==> src/ryc_defs.vh <==
`ifndef RYC_DEFS_VH
`define RYC_DEFS_VH

`define RYC_INPUT_WIDTH    8
`define RYC_OUTPUT_WIDTH   8
`define RYC_INTERNAL_WIDTH 18
`define RYC_COEF_WIDTH     17
`define RYC_UPPER_SAT      1
`define RYC_LOWER_SAT      1
`define RYC_LATENCY        5

`define RYC_ADDR_RED_COEF     8'h00
`define RYC_ADDR_BLUE_COEF    8'h04
`define RYC_ADDR_CB_COEF      8'h08
`define RYC_ADDR_CR_COEF      8'h0c
`define RYC_ADDR_LUMA_OFS     8'h10
`define RYC_ADDR_CB_OFS       8'h14
`define RYC_ADDR_CR_OFS       8'h18
`define RYC_ADDR_LUMA_UPPER   8'h1c
`define RYC_ADDR_LUMA_LOWER   8'h20
`define RYC_ADDR_CHROMA_UPPER 8'h24
`define RYC_ADDR_CHROMA_LOWER 8'h28
`define RYC_ADDR_STATUS       8'h2c

`define RYC_RST_RED_COEF     17'h0_4c8b
`define RYC_RST_BLUE_COEF    17'h0_1d2f
`define RYC_RST_CB_COEF      17'h0_9062
`define RYC_RST_CR_COEF      17'h0_b687
`define RYC_RST_LUMA_OFS     16'h0000
`define RYC_RST_CHROMA_OFS   16'h0080
`define RYC_RST_UPPER_LIMIT  16'h00ff
`define RYC_RST_LOWER_LIMIT  16'h0000

`endif

==> src/ryc_round.v <==
`timescale 1ns/10ps
module ryc_round
#(
   parameter W_IN = 16,
   parameter DROP = 1
)
(
   // Value to round.
   input  wire signed [W_IN-1:0] valueIn,
   // Rounded value, one guard bit wider than the kept bits.
   output wire signed [W_IN-DROP:0] valueOut
);

   generate
      if (DROP == 0)
      begin : g_pass
         assign valueOut = {valueIn[W_IN-1], valueIn};
      end
      else
      begin : g_round
         localparam [W_IN:0] HALF = {{W_IN{1'b0}}, 1'b1} << (DROP - 1);
         wire signed [W_IN:0] extended;
         wire signed [W_IN:0] biased;
         assign extended = {valueIn[W_IN-1], valueIn};
         assign biased   = extended + $signed(HALF);
         assign valueOut = biased[W_IN:DROP];
      end
   endgenerate

endmodule

==> src/ryc_clamp.v <==
`timescale 1ns/10ps
module ryc_clamp
#(
   parameter W_IN      = 20,
   parameter OUT_W     = 8,
   parameter UPPER_SAT = 1,
   parameter LOWER_SAT = 1
)
(
   // Full-width signed result.
   input  wire signed [W_IN-1:0]  valueIn,
   // Bounds.
   input  wire        [OUT_W-1:0] upperLimit,
   input  wire        [OUT_W-1:0] lowerLimit,
   // Bounded or wrapped result.
   output reg         [OUT_W-1:0] valueOut
);

   wire signed [W_IN-1:0] upperExt;
   wire signed [W_IN-1:0] lowerExt;

   assign upperExt = $signed({{(W_IN-OUT_W){1'b0}}, upperLimit});
   assign lowerExt = $signed({{(W_IN-OUT_W){1'b0}}, lowerLimit});

   always @*
   begin
      valueOut = valueIn[OUT_W-1:0];
      if (UPPER_SAT == 1 && valueIn > upperExt)
      begin
         valueOut = upperLimit;
      end
      if (LOWER_SAT == 1 && valueIn < lowerExt)
      begin
         valueOut = lowerLimit;
      end
   end

endmodule

==> src/ryc_converter.v <==
// The placing of the registers and strobed register access were chosen for this implementation.
`timescale 1ns/10ps
`include "ryc_defs.vh"
module ryc_converter
#(
   parameter IN_W      = `RYC_INPUT_WIDTH,
   parameter OUT_W     = `RYC_OUTPUT_WIDTH,
   parameter INT_W     = `RYC_INTERNAL_WIDTH,
   parameter COEF_W    = `RYC_COEF_WIDTH,
   parameter UPPER_SAT = `RYC_UPPER_SAT,
   parameter LOWER_SAT = `RYC_LOWER_SAT
)
(
   // Clock and reset.
   input  wire             ref_clk,
   input  wire             resetn,
   // Register port.
   input  wire [7:0]       regAddr,
   input  wire [31:0]      regWriteData,
   input  wire             regWrite,
   input  wire             regRead,
   output reg  [31:0]      regReadData,
   // Pixel input.
   input  wire             pixValidIn,
   input  wire [IN_W-1:0]  redIn,
   input  wire [IN_W-1:0]  greenIn,
   input  wire [IN_W-1:0]  blueIn,
   // Pixel output.
   output reg              pixValidOut,
   output reg  [OUT_W-1:0] lumaOut,
   output reg  [OUT_W-1:0] cbOut,
   output reg  [OUT_W-1:0] crOut
);

   localparam FRAC   = COEF_W - 1;
   localparam FR     = INT_W - 2 - IN_W;
   localparam DW     = IN_W + 1;
   localparam PW     = DW + COEF_W + 1;
   localparam SW     = PW + 1;
   localparam DROP_S = FRAC - FR;
   localparam RSW    = SW - DROP_S + 1;
   localparam YW     = RSW + 1;
   localparam DROP_Y = INT_W - 2 - OUT_W;
   localparam CPW    = YW + COEF_W + 1;
   localparam DROP_C = FRAC + DROP_Y;
   localparam YRW    = YW - DROP_Y + 1;
   localparam CRW    = CPW - DROP_C + 1;
   localparam OW     = CRW + 2;

   // Register file.
   reg        [COEF_W-1:0] redCoef_q;
   reg        [COEF_W-1:0] blueCoef_q;
   reg        [COEF_W-1:0] cbCoef_q;
   reg        [COEF_W-1:0] crCoef_q;
   reg        [15:0]       lumaOfs_q;
   reg        [15:0]       cbOfs_q;
   reg        [15:0]       crOfs_q;
   reg        [15:0]       lumaUpper_q;
   reg        [15:0]       lumaLower_q;
   reg        [15:0]       chromaUpper_q;
   reg        [15:0]       chromaLower_q;
   reg        [15:0]       pixCount_q;
   reg        [31:0]       readData_d;

   // Pipeline stage 1.
   reg                     valid1_q;
   reg signed [DW-1:0]     rMinusG_q;
   reg signed [DW-1:0]     bMinusG_q;
   reg        [IN_W-1:0]   red1_q;
   reg        [IN_W-1:0]   green1_q;
   reg        [IN_W-1:0]   blue1_q;
   // Pipeline stage 2.
   reg                     valid2_q;
   reg signed [PW-1:0]     prodRed_q;
   reg signed [PW-1:0]     prodBlue_q;
   reg        [IN_W-1:0]   red2_q;
   reg        [IN_W-1:0]   green2_q;
   reg        [IN_W-1:0]   blue2_q;
   // Pipeline stage 3.
   reg                     valid3_q;
   reg signed [YW-1:0]     yRaw3_q;
   reg        [IN_W-1:0]   red3_q;
   reg        [IN_W-1:0]   blue3_q;
   // Pipeline stage 4.
   reg                     valid4_q;
   reg signed [YW-1:0]     yRaw4_q;
   reg signed [CPW-1:0]    cbProd_q;
   reg signed [CPW-1:0]    crProd_q;

   wire signed [DW-1:0]    rMinusG_d;
   wire signed [DW-1:0]    bMinusG_d;
   wire signed [COEF_W:0]  redCoefS;
   wire signed [COEF_W:0]  blueCoefS;
   wire signed [COEF_W:0]  cbCoefS;
   wire signed [COEF_W:0]  crCoefS;
   wire signed [PW-1:0]    prodRed_d;
   wire signed [PW-1:0]    prodBlue_d;
   wire signed [SW-1:0]    diffSum;
   wire signed [RSW-1:0]   diffRounded;
   wire signed [YW-1:0]    greenScaled;
   wire signed [YW-1:0]    redScaled;
   wire signed [YW-1:0]    blueScaled;
   wire signed [YW-1:0]    yRaw_d;
   wire signed [YW-1:0]    cbDiff;
   wire signed [YW-1:0]    crDiff;
   wire signed [CPW-1:0]   cbProd_d;
   wire signed [CPW-1:0]   crProd_d;
   wire signed [YRW-1:0]   yRounded;
   wire signed [CRW-1:0]   cbRounded;
   wire signed [CRW-1:0]   crRounded;
   wire signed [OW-1:0]    yFull;
   wire signed [OW-1:0]    cbFull;
   wire signed [OW-1:0]    crFull;
   wire        [OUT_W-1:0] yBounded;
   wire        [OUT_W-1:0] cbBounded;
   wire        [OUT_W-1:0] crBounded;

   // Zero-extends an output-domain offset to the offset adder width.
   function [OW-1:0] ofsExt;
      input [15:0] ofs;
      begin
         ofsExt = {{(OW-OUT_W){1'b0}}, ofs[OUT_W-1:0]};
      end
   endfunction

   // Places an input sample on the intermediate luma scale.
   function [YW-1:0] sampleScale;
      input [IN_W-1:0] sample;
      begin
         sampleScale = {{(YW-IN_W-FR){1'b0}}, sample, {FR{1'b0}}};
      end
   endfunction

   // Register writes.
   always @(posedge ref_clk)
   begin
      if (!resetn)
      begin
         redCoef_q     <= `RYC_RST_RED_COEF;
         blueCoef_q    <= `RYC_RST_BLUE_COEF;
         cbCoef_q      <= `RYC_RST_CB_COEF;
         crCoef_q      <= `RYC_RST_CR_COEF;
         lumaOfs_q     <= `RYC_RST_LUMA_OFS;
         cbOfs_q       <= `RYC_RST_CHROMA_OFS;
         crOfs_q       <= `RYC_RST_CHROMA_OFS;
         lumaUpper_q   <= `RYC_RST_UPPER_LIMIT;
         lumaLower_q   <= `RYC_RST_LOWER_LIMIT;
         chromaUpper_q <= `RYC_RST_UPPER_LIMIT;
         chromaLower_q <= `RYC_RST_LOWER_LIMIT;
      end
      else if (regWrite)
      begin
         case (regAddr)
            `RYC_ADDR_RED_COEF     : redCoef_q     <= regWriteData[COEF_W-1:0];
            `RYC_ADDR_BLUE_COEF    : blueCoef_q    <= regWriteData[COEF_W-1:0];
            `RYC_ADDR_CB_COEF      : cbCoef_q      <= regWriteData[COEF_W-1:0];
            `RYC_ADDR_CR_COEF      : crCoef_q      <= regWriteData[COEF_W-1:0];
            `RYC_ADDR_LUMA_OFS     : lumaOfs_q     <= regWriteData[15:0];
            `RYC_ADDR_CB_OFS       : cbOfs_q       <= regWriteData[15:0];
            `RYC_ADDR_CR_OFS       : crOfs_q       <= regWriteData[15:0];
            `RYC_ADDR_LUMA_UPPER   : lumaUpper_q   <= regWriteData[15:0];
            `RYC_ADDR_LUMA_LOWER   : lumaLower_q   <= regWriteData[15:0];
            `RYC_ADDR_CHROMA_UPPER : chromaUpper_q <= regWriteData[15:0];
            `RYC_ADDR_CHROMA_LOWER : chromaLower_q <= regWriteData[15:0];
            default                : ;
         endcase
      end
   end

   // Register read mux.
   always @*
   begin
      case (regAddr)
         `RYC_ADDR_RED_COEF     : readData_d = {{(32-COEF_W){1'b0}}, redCoef_q};
         `RYC_ADDR_BLUE_COEF    : readData_d = {{(32-COEF_W){1'b0}}, blueCoef_q};
         `RYC_ADDR_CB_COEF      : readData_d = {{(32-COEF_W){1'b0}}, cbCoef_q};
         `RYC_ADDR_CR_COEF      : readData_d = {{(32-COEF_W){1'b0}}, crCoef_q};
         `RYC_ADDR_LUMA_OFS     : readData_d = {16'h0000, lumaOfs_q};
         `RYC_ADDR_CB_OFS       : readData_d = {16'h0000, cbOfs_q};
         `RYC_ADDR_CR_OFS       : readData_d = {16'h0000, crOfs_q};
         `RYC_ADDR_LUMA_UPPER   : readData_d = {16'h0000, lumaUpper_q};
         `RYC_ADDR_LUMA_LOWER   : readData_d = {16'h0000, lumaLower_q};
         `RYC_ADDR_CHROMA_UPPER : readData_d = {16'h0000, chromaUpper_q};
         `RYC_ADDR_CHROMA_LOWER : readData_d = {16'h0000, chromaLower_q};
         `RYC_ADDR_STATUS       : readData_d = {16'h0000, pixCount_q};
         default                : readData_d = 32'h0000_0000;
      endcase
   end

   // Read data stand for exactly one cycle after the strobe.
   always @(posedge ref_clk)
   begin
      if (!resetn)
      begin
         regReadData <= 32'h0000_0000;
      end
      else if (regRead)
      begin
         regReadData <= readData_d;
      end
      else
      begin
         regReadData <= 32'h0000_0000;
      end
   end

   // Colour differences.
   assign rMinusG_d = $signed({1'b0, redIn}) - $signed({1'b0, greenIn});
   assign bMinusG_d = $signed({1'b0, blueIn}) - $signed({1'b0, greenIn});

   // Coefficients as positive signed multiplicands.
   assign redCoefS  = $signed({1'b0, redCoef_q});
   assign blueCoefS = $signed({1'b0, blueCoef_q});
   assign cbCoefS   = $signed({1'b0, cbCoef_q});
   assign crCoefS   = $signed({1'b0, crCoef_q});

   assign prodRed_d  = rMinusG_q * redCoefS;
   assign prodBlue_d = bMinusG_q * blueCoefS;

   // Intermediate luma.
   assign diffSum = {prodRed_q[PW-1], prodRed_q} + {prodBlue_q[PW-1], prodBlue_q};

   ryc_round #(.W_IN(SW), .DROP(DROP_S)) uRoundDiff
   (
      .valueIn  (diffSum),
      .valueOut (diffRounded)
   );

   assign greenScaled = $signed(sampleScale(green2_q));
   assign yRaw_d      = {diffRounded[RSW-1], diffRounded} + greenScaled;

   // Chroma products.
   assign redScaled  = $signed(sampleScale(red3_q));
   assign blueScaled = $signed(sampleScale(blue3_q));
   assign cbDiff     = blueScaled - yRaw3_q;
   assign crDiff     = redScaled - yRaw3_q;
   assign cbProd_d   = cbDiff * cbCoefS;
   assign crProd_d   = crDiff * crCoefS;

   // Output rounding.
   ryc_round #(.W_IN(YW), .DROP(DROP_Y)) uRoundLuma
   (
      .valueIn  (yRaw4_q),
      .valueOut (yRounded)
   );

   ryc_round #(.W_IN(CPW), .DROP(DROP_C)) uRoundCb
   (
      .valueIn  (cbProd_q),
      .valueOut (cbRounded)
   );

   ryc_round #(.W_IN(CPW), .DROP(DROP_C)) uRoundCr
   (
      .valueIn  (crProd_q),
      .valueOut (crRounded)
   );

   // Offsets are added after rounding.
   assign yFull  = {{(OW-YRW){yRounded[YRW-1]}}, yRounded} + $signed(ofsExt(lumaOfs_q));
   assign cbFull = {{(OW-CRW){cbRounded[CRW-1]}}, cbRounded} + $signed(ofsExt(cbOfs_q));
   assign crFull = {{(OW-CRW){crRounded[CRW-1]}}, crRounded} + $signed(ofsExt(crOfs_q));

   // Bounding stage.
   ryc_clamp #(.W_IN(OW), .OUT_W(OUT_W), .UPPER_SAT(UPPER_SAT), .LOWER_SAT(LOWER_SAT)) uClampY
   (
      .valueIn    (yFull),
      .upperLimit (lumaUpper_q[OUT_W-1:0]),
      .lowerLimit (lumaLower_q[OUT_W-1:0]),
      .valueOut   (yBounded)
   );

   ryc_clamp #(.W_IN(OW), .OUT_W(OUT_W), .UPPER_SAT(UPPER_SAT), .LOWER_SAT(LOWER_SAT)) uClampCb
   (
      .valueIn    (cbFull),
      .upperLimit (chromaUpper_q[OUT_W-1:0]),
      .lowerLimit (chromaLower_q[OUT_W-1:0]),
      .valueOut   (cbBounded)
   );

   ryc_clamp #(.W_IN(OW), .OUT_W(OUT_W), .UPPER_SAT(UPPER_SAT), .LOWER_SAT(LOWER_SAT)) uClampCr
   (
      .valueIn    (crFull),
      .upperLimit (chromaUpper_q[OUT_W-1:0]),
      .lowerLimit (chromaLower_q[OUT_W-1:0]),
      .valueOut   (crBounded)
   );

   // Five-stage pipeline; every pixel advances one stage per clock.
   always @(posedge ref_clk)
   begin
      if (!resetn)
      begin
         valid1_q    <= 1'b0;
         valid2_q    <= 1'b0;
         valid3_q    <= 1'b0;
         valid4_q    <= 1'b0;
         pixValidOut <= 1'b0;
         rMinusG_q   <= {DW{1'b0}};
         bMinusG_q   <= {DW{1'b0}};
         red1_q      <= {IN_W{1'b0}};
         green1_q    <= {IN_W{1'b0}};
         blue1_q     <= {IN_W{1'b0}};
         prodRed_q   <= {PW{1'b0}};
         prodBlue_q  <= {PW{1'b0}};
         red2_q      <= {IN_W{1'b0}};
         green2_q    <= {IN_W{1'b0}};
         blue2_q     <= {IN_W{1'b0}};
         yRaw3_q     <= {YW{1'b0}};
         red3_q      <= {IN_W{1'b0}};
         blue3_q     <= {IN_W{1'b0}};
         yRaw4_q     <= {YW{1'b0}};
         cbProd_q    <= {CPW{1'b0}};
         crProd_q    <= {CPW{1'b0}};
         lumaOut     <= {OUT_W{1'b0}};
         cbOut       <= {OUT_W{1'b0}};
         crOut       <= {OUT_W{1'b0}};
      end
      else
      begin
         valid1_q    <= pixValidIn;
         valid2_q    <= valid1_q;
         valid3_q    <= valid2_q;
         valid4_q    <= valid3_q;
         pixValidOut <= valid4_q;
         rMinusG_q   <= rMinusG_d;
         bMinusG_q   <= bMinusG_d;
         red1_q      <= redIn;
         green1_q    <= greenIn;
         blue1_q     <= blueIn;
         prodRed_q   <= prodRed_d;
         prodBlue_q  <= prodBlue_d;
         red2_q      <= red1_q;
         green2_q    <= green1_q;
         blue2_q     <= blue1_q;
         yRaw3_q     <= yRaw_d;
         red3_q      <= red2_q;
         blue3_q     <= blue2_q;
         yRaw4_q     <= yRaw3_q;
         cbProd_q    <= cbProd_d;
         crProd_q    <= crProd_d;
         lumaOut     <= yBounded;
         cbOut       <= cbBounded;
         crOut       <= crBounded;
      end
   end

   // Count of pixels delivered; a write to the status word clears it unless a pixel is counted in the same cycle.
   always @(posedge ref_clk)
   begin
      if (!resetn)
      begin
         pixCount_q <= 16'h0000;
      end
      else if (valid4_q)
      begin
         pixCount_q <= pixCount_q + 16'h0001;
      end
      else if (regWrite && regAddr == `RYC_ADDR_STATUS)
      begin
         pixCount_q <= 16'h0000;
      end
   end

endmodule

==> config.mk <==
export PLATFORM = sky130hd
export DESIGN_NAME = ryc_converter
export DESIGN_NICKNAME = d
export VERILOG_FILES = /design/src/ryc_round.v /design/src/ryc_clamp.v /design/src/ryc_converter.v
export VERILOG_INCLUDE_DIRS = /design/src
export SDC_FILE = /design/constraint.sdc
export NUM_CORES = 2
export LEC_CHECK = 0
export ABC_AREA = 0
export BUFFER_PORTS_ARGS = -buffer_cell sky130_fd_sc_hd__buf_4
export CORE_MARGIN = 1.5
export CORE_UTILIZATION = 55
export CTS_BUF_LIST = sky130_fd_sc_hd__clkbuf_8
export CTS_CLUSTER_SIZE = 25
export DETAILED_ROUTE_END_ITERATION = 6
export HOLD_SLACK_MARGIN = 0.06
export PLACE_DENSITY = 0.71
export SETUP_SLACK_MARGIN = 0.1
export SLEW_MARGIN = 20
export SYNTH_ARGS = -nofsm -noshare
export SYNTH_HDL_FRONTEND = slang
export SYNTH_SLANG_ARGS = --single-unit
==> constraint.sdc <==
create_clock -name ref_clk -period 11.15 [get_ports ref_clk]
set_input_delay 0.5575 -clock ref_clk [delete_from_list [all_inputs] [get_ports ref_clk]]
set_output_delay 0.5575 -clock ref_clk [all_outputs]
set_load 0.03 [all_outputs]
==> summary.md <==
| Metric | Value |
|---|---|
| CTS tree | `built` |
| P&R area growth vs syn | `6.34%` |
| Net count, final | `~8100` |
| Worst setup path class | `reg2reg` |
| Initial antenna violation count | `2` |
| GRT Resource Usage Total | `a little under a third` |
| Number of global-route vias before repair | `46508` |
| Drt drc | `0` |
| Syn Inst Count | `6655` |
| DR vias | `45159` |
| Post-CTS Setup Bufs | `0` |
| Synth top cells by count | `inv_1, nand2_1, fa_1, and2_1, ha_1` |
| I/O pins | `126` |
| Worst skew pair latency | `around 0.72 ns` |
| WHS | `0.112 ns` |
| Dominant cell by count in the synthesized netlist | `inv_1` |
| Clock skew | `around 0.062 ns` |
| H-tree depth | `3` |
| CP Max Fanout | `35` |
| Worst path arrival time | `approximately 10 ns` |
| Max incr delay on CP | `~0.79 ns` |
| Hold-fix buffers at CTS | `0` |
| Number of flops mapped to enable cells by yosys | `0` |
| WL met3 | `approximately 13000 um` |
| Clock buffer count from CTS | `73` |
| Worst setup path endpoint | `crProd_q[39]$_SDFF_PN0_` |
| Pin count of the biggest net entering global routing | `146` |
| Synth Flop Type | `dfxtp_1` |
| Setup tns final | `0 ns` |
| Top sig layer | `met4` |
| Synth Register Bits | `roughly 450` |
| M1 WL | `a little under 70000 um` |
| GPL Wtd Cong | `approximately 0.94` |
| Worst hold path class | `in2reg` |
| WL per Instance | `around 20 um` |
| Post-synth ARST share | `0%` |
| Rows | `around 120` |
| Via/cell ratio | `roughly 5.6` |
| Synth top area cells | `fa_1, dfxtp_1, ha_1` |
| Total congestion overflow | `0` |
| Routed wl met2 | `73000 um` |
| Critical Path RT | `11.72 ns` |
| Mapped Area | `about 58000 um^2` |
| DIE HEIGHT | `328 um` |
| FILL cells | `between 9000 and 10000` |
| Endpoints failing setup | `0` |
| Share of layout cells above drive strength 1 | `5.20%` |
| Worst Setup Start Kind | `flip-flop` |
| CTS root buf | `clkbuf_8` |
| Status | `completed` |
| Fmax | `between 100 and 150 MHz` |
| Slew HR | `24.3%` |
| Global-route wire length before repair | `256000 um` |
| Worst reg2reg path endpoint | `crProd_q[39]$_SDFF_PN0_` |
| Detailed-route wire length | `approximately 160000 um` |
| Num Clock Sinks | `~450` |
| Die area | `about 110000 um^2` |
| Register area share after synthesis | `around 15%` |
| R2R Path Start | `yRaw3_q[0]$_SDFF_PN0_` |
| Synth Area per Inst | `roughly 8.7 um^2` |
| Iter 0 DRT Violations | `approximately 3600` |
| Routed Antenna Nets | `0` |
| Clk slew on worst S/H paths | `~0.070 ns` |
| Clock buffer depth | `3` |
| Final Max Slew Viols | `0` |
| Core box area | `roughly 100000 um^2` |
| 1st-pass router iterations | `6` |
| Minimum clock period | `a little under 10 ns` |
| Final hold violations | `0` |
| Count of cell types in the netlist | `92` |
| Slowest CP cell | `o21ai_0` |
| Die Wd | `328 um` |
| Crit path launch | `yRaw3_q[0]$_SDFF_PN0_` |
| RSZ-0062 raised after global routing | `no` |
| CP endpoint kind | `flip-flop` |
| Reg2reg path depth | `33` |
| Synth top area share | `between 30 and 40%` |
| YS warnings | `0` |
| Final period util | `between 80% and 90%` |
| Largest area contributor in the netlist | `fa_1` |
| Starting Density | `between 50% and 60%` |
| CP most frequent cell | `fa_1` |
| Detailed placement HPWL | `about 120000 um` |
| Max cap viols | `0` |
| Port Buffers | `95` |
| CTS resizes | `0` |
| Worst slew pin tran | `about 1.1 ns` |
| R2R setup slack | `around 1.3 ns` |
[how the worst min path moves through the flow]
stage | depth (start not counted) | from | to
final | 2 | pixValidIn | valid1_q$_SDFF_PN0_
after global routing | 2 | pixValidIn | valid1_q$_SDFF_PN0_
after CTS | 2 | pixValidIn | valid1_q$_SDFF_PN0_
after detailed placement | 1 | red2_q[5]$_SDFF_PN0_ | red3_q[5]$_SDFF_PN0_
after global placement | 1 | red1_q[5]$_SDFF_PN0_ | red2_q[5]$_SDFF_PN0_
after floorplan | 1 | blue1_q[0]$_SDFF_PN0_ | blue2_q[0]$_SDFF_PN0_
[layer usage]
layer	GRT usage (%)	vias up
met5	0	-
met4	12.2	0
met3	4.70	363
met2	49.1	1730
met1	41.3	22522
li1	-	20544
[layout by cell type (no fill, tap or decap), drive strengths merged, types with 10 or more instances in the layout]
cell	synthesis	layout
xnor2	140	140
o21bai	17	17
buf	22	175
o21a	36	36
ha	498	498
nor2b	35	35
a21o	73	73
nor3	65	65
inv	1189	1204
fa	945	945
nand2b	58	58
nor4	12	12
o21ai	97	97
a31oi	28	28
or2	14	14
o221a	10	10
and3	36	36
clkbuf	310	92
or3	19	19
a22o	49	49
nand3	93	93
bufinv	0	11
o211ai	29	29
and2	562	562
conb	1	15
dfxtp	449	449
xor2	60	60
mux2i	19	19
nor2	216	216
a21oi	275	275
a211oi	35	35
a221oi	53	53
nand4	32	32
nand2	1042	1042
[worst max-delay path, delay by kind of cell (launching register included)]
kind | cells | cell delay (ns)
fa+ha+maj | 8 | 3.53
compound gates | 11 | 3.44
simple gates | 6 | 0.96
buf+inv | 6 | 0.82
xor+xnor | 2 | 0.75
flops | 1 | 0.30
[area by class of cell]
type,count,area (um^2),share of cell area (%)
Inverter,1190,4470,7.25
Timing Repair Buffer,175,1330,2.15
Sequential cell,449,9000,14.6
Clock inverter,37,494,0.801
Multi-Input combinational cell,4698,43400,70.3
Clock buffer,92,1270,2.05
Antenna cell,4,10.0,0.0162
Tap cell,1380,1730,2.80
[per-stage QoR]
stage	utilization, %	setup WS [ns]	instances	instance area (um^2)
floorplan	-	3.02	6669	58100
global placement	57.6	1.49	7892	59900
detailed placement	57.6	1.34	7892	59900
CTS	59.2	1.33	8021	61700
global route	59.3	0.564	8023	61700
finish	59.3	1.26	8025	61700
[cells by family after synthesis]
kind of cell / after synthesis / synth area share, %
compound gates: 801 / 9.33
mux: 19 / 0.328
simple gates: 2212 / 18.4
buf+inv: 1522 / 9.96
flops: 449 / 15.5
xor+xnor: 201 / 3.06
fa+ha+maj: 1450 / 43.5
other cells: 1 / 0.00646
[flip-flops by register name, indices dropped and copies added (netlist names), 17 cells and up]
register,flops
prodRed_q,27
yRaw3_q,22
redCoef_q,17
regReadData,17
crProd_q,17
cbCoef_q,17
blueCoef_q,17
cbProd_q,17
prodBlue_q,27
crCoef_q,17
Power is left out: the tool's default activity adds up to more than one toggle a clock period on the data nets, which glitch-free logic cannot reach.
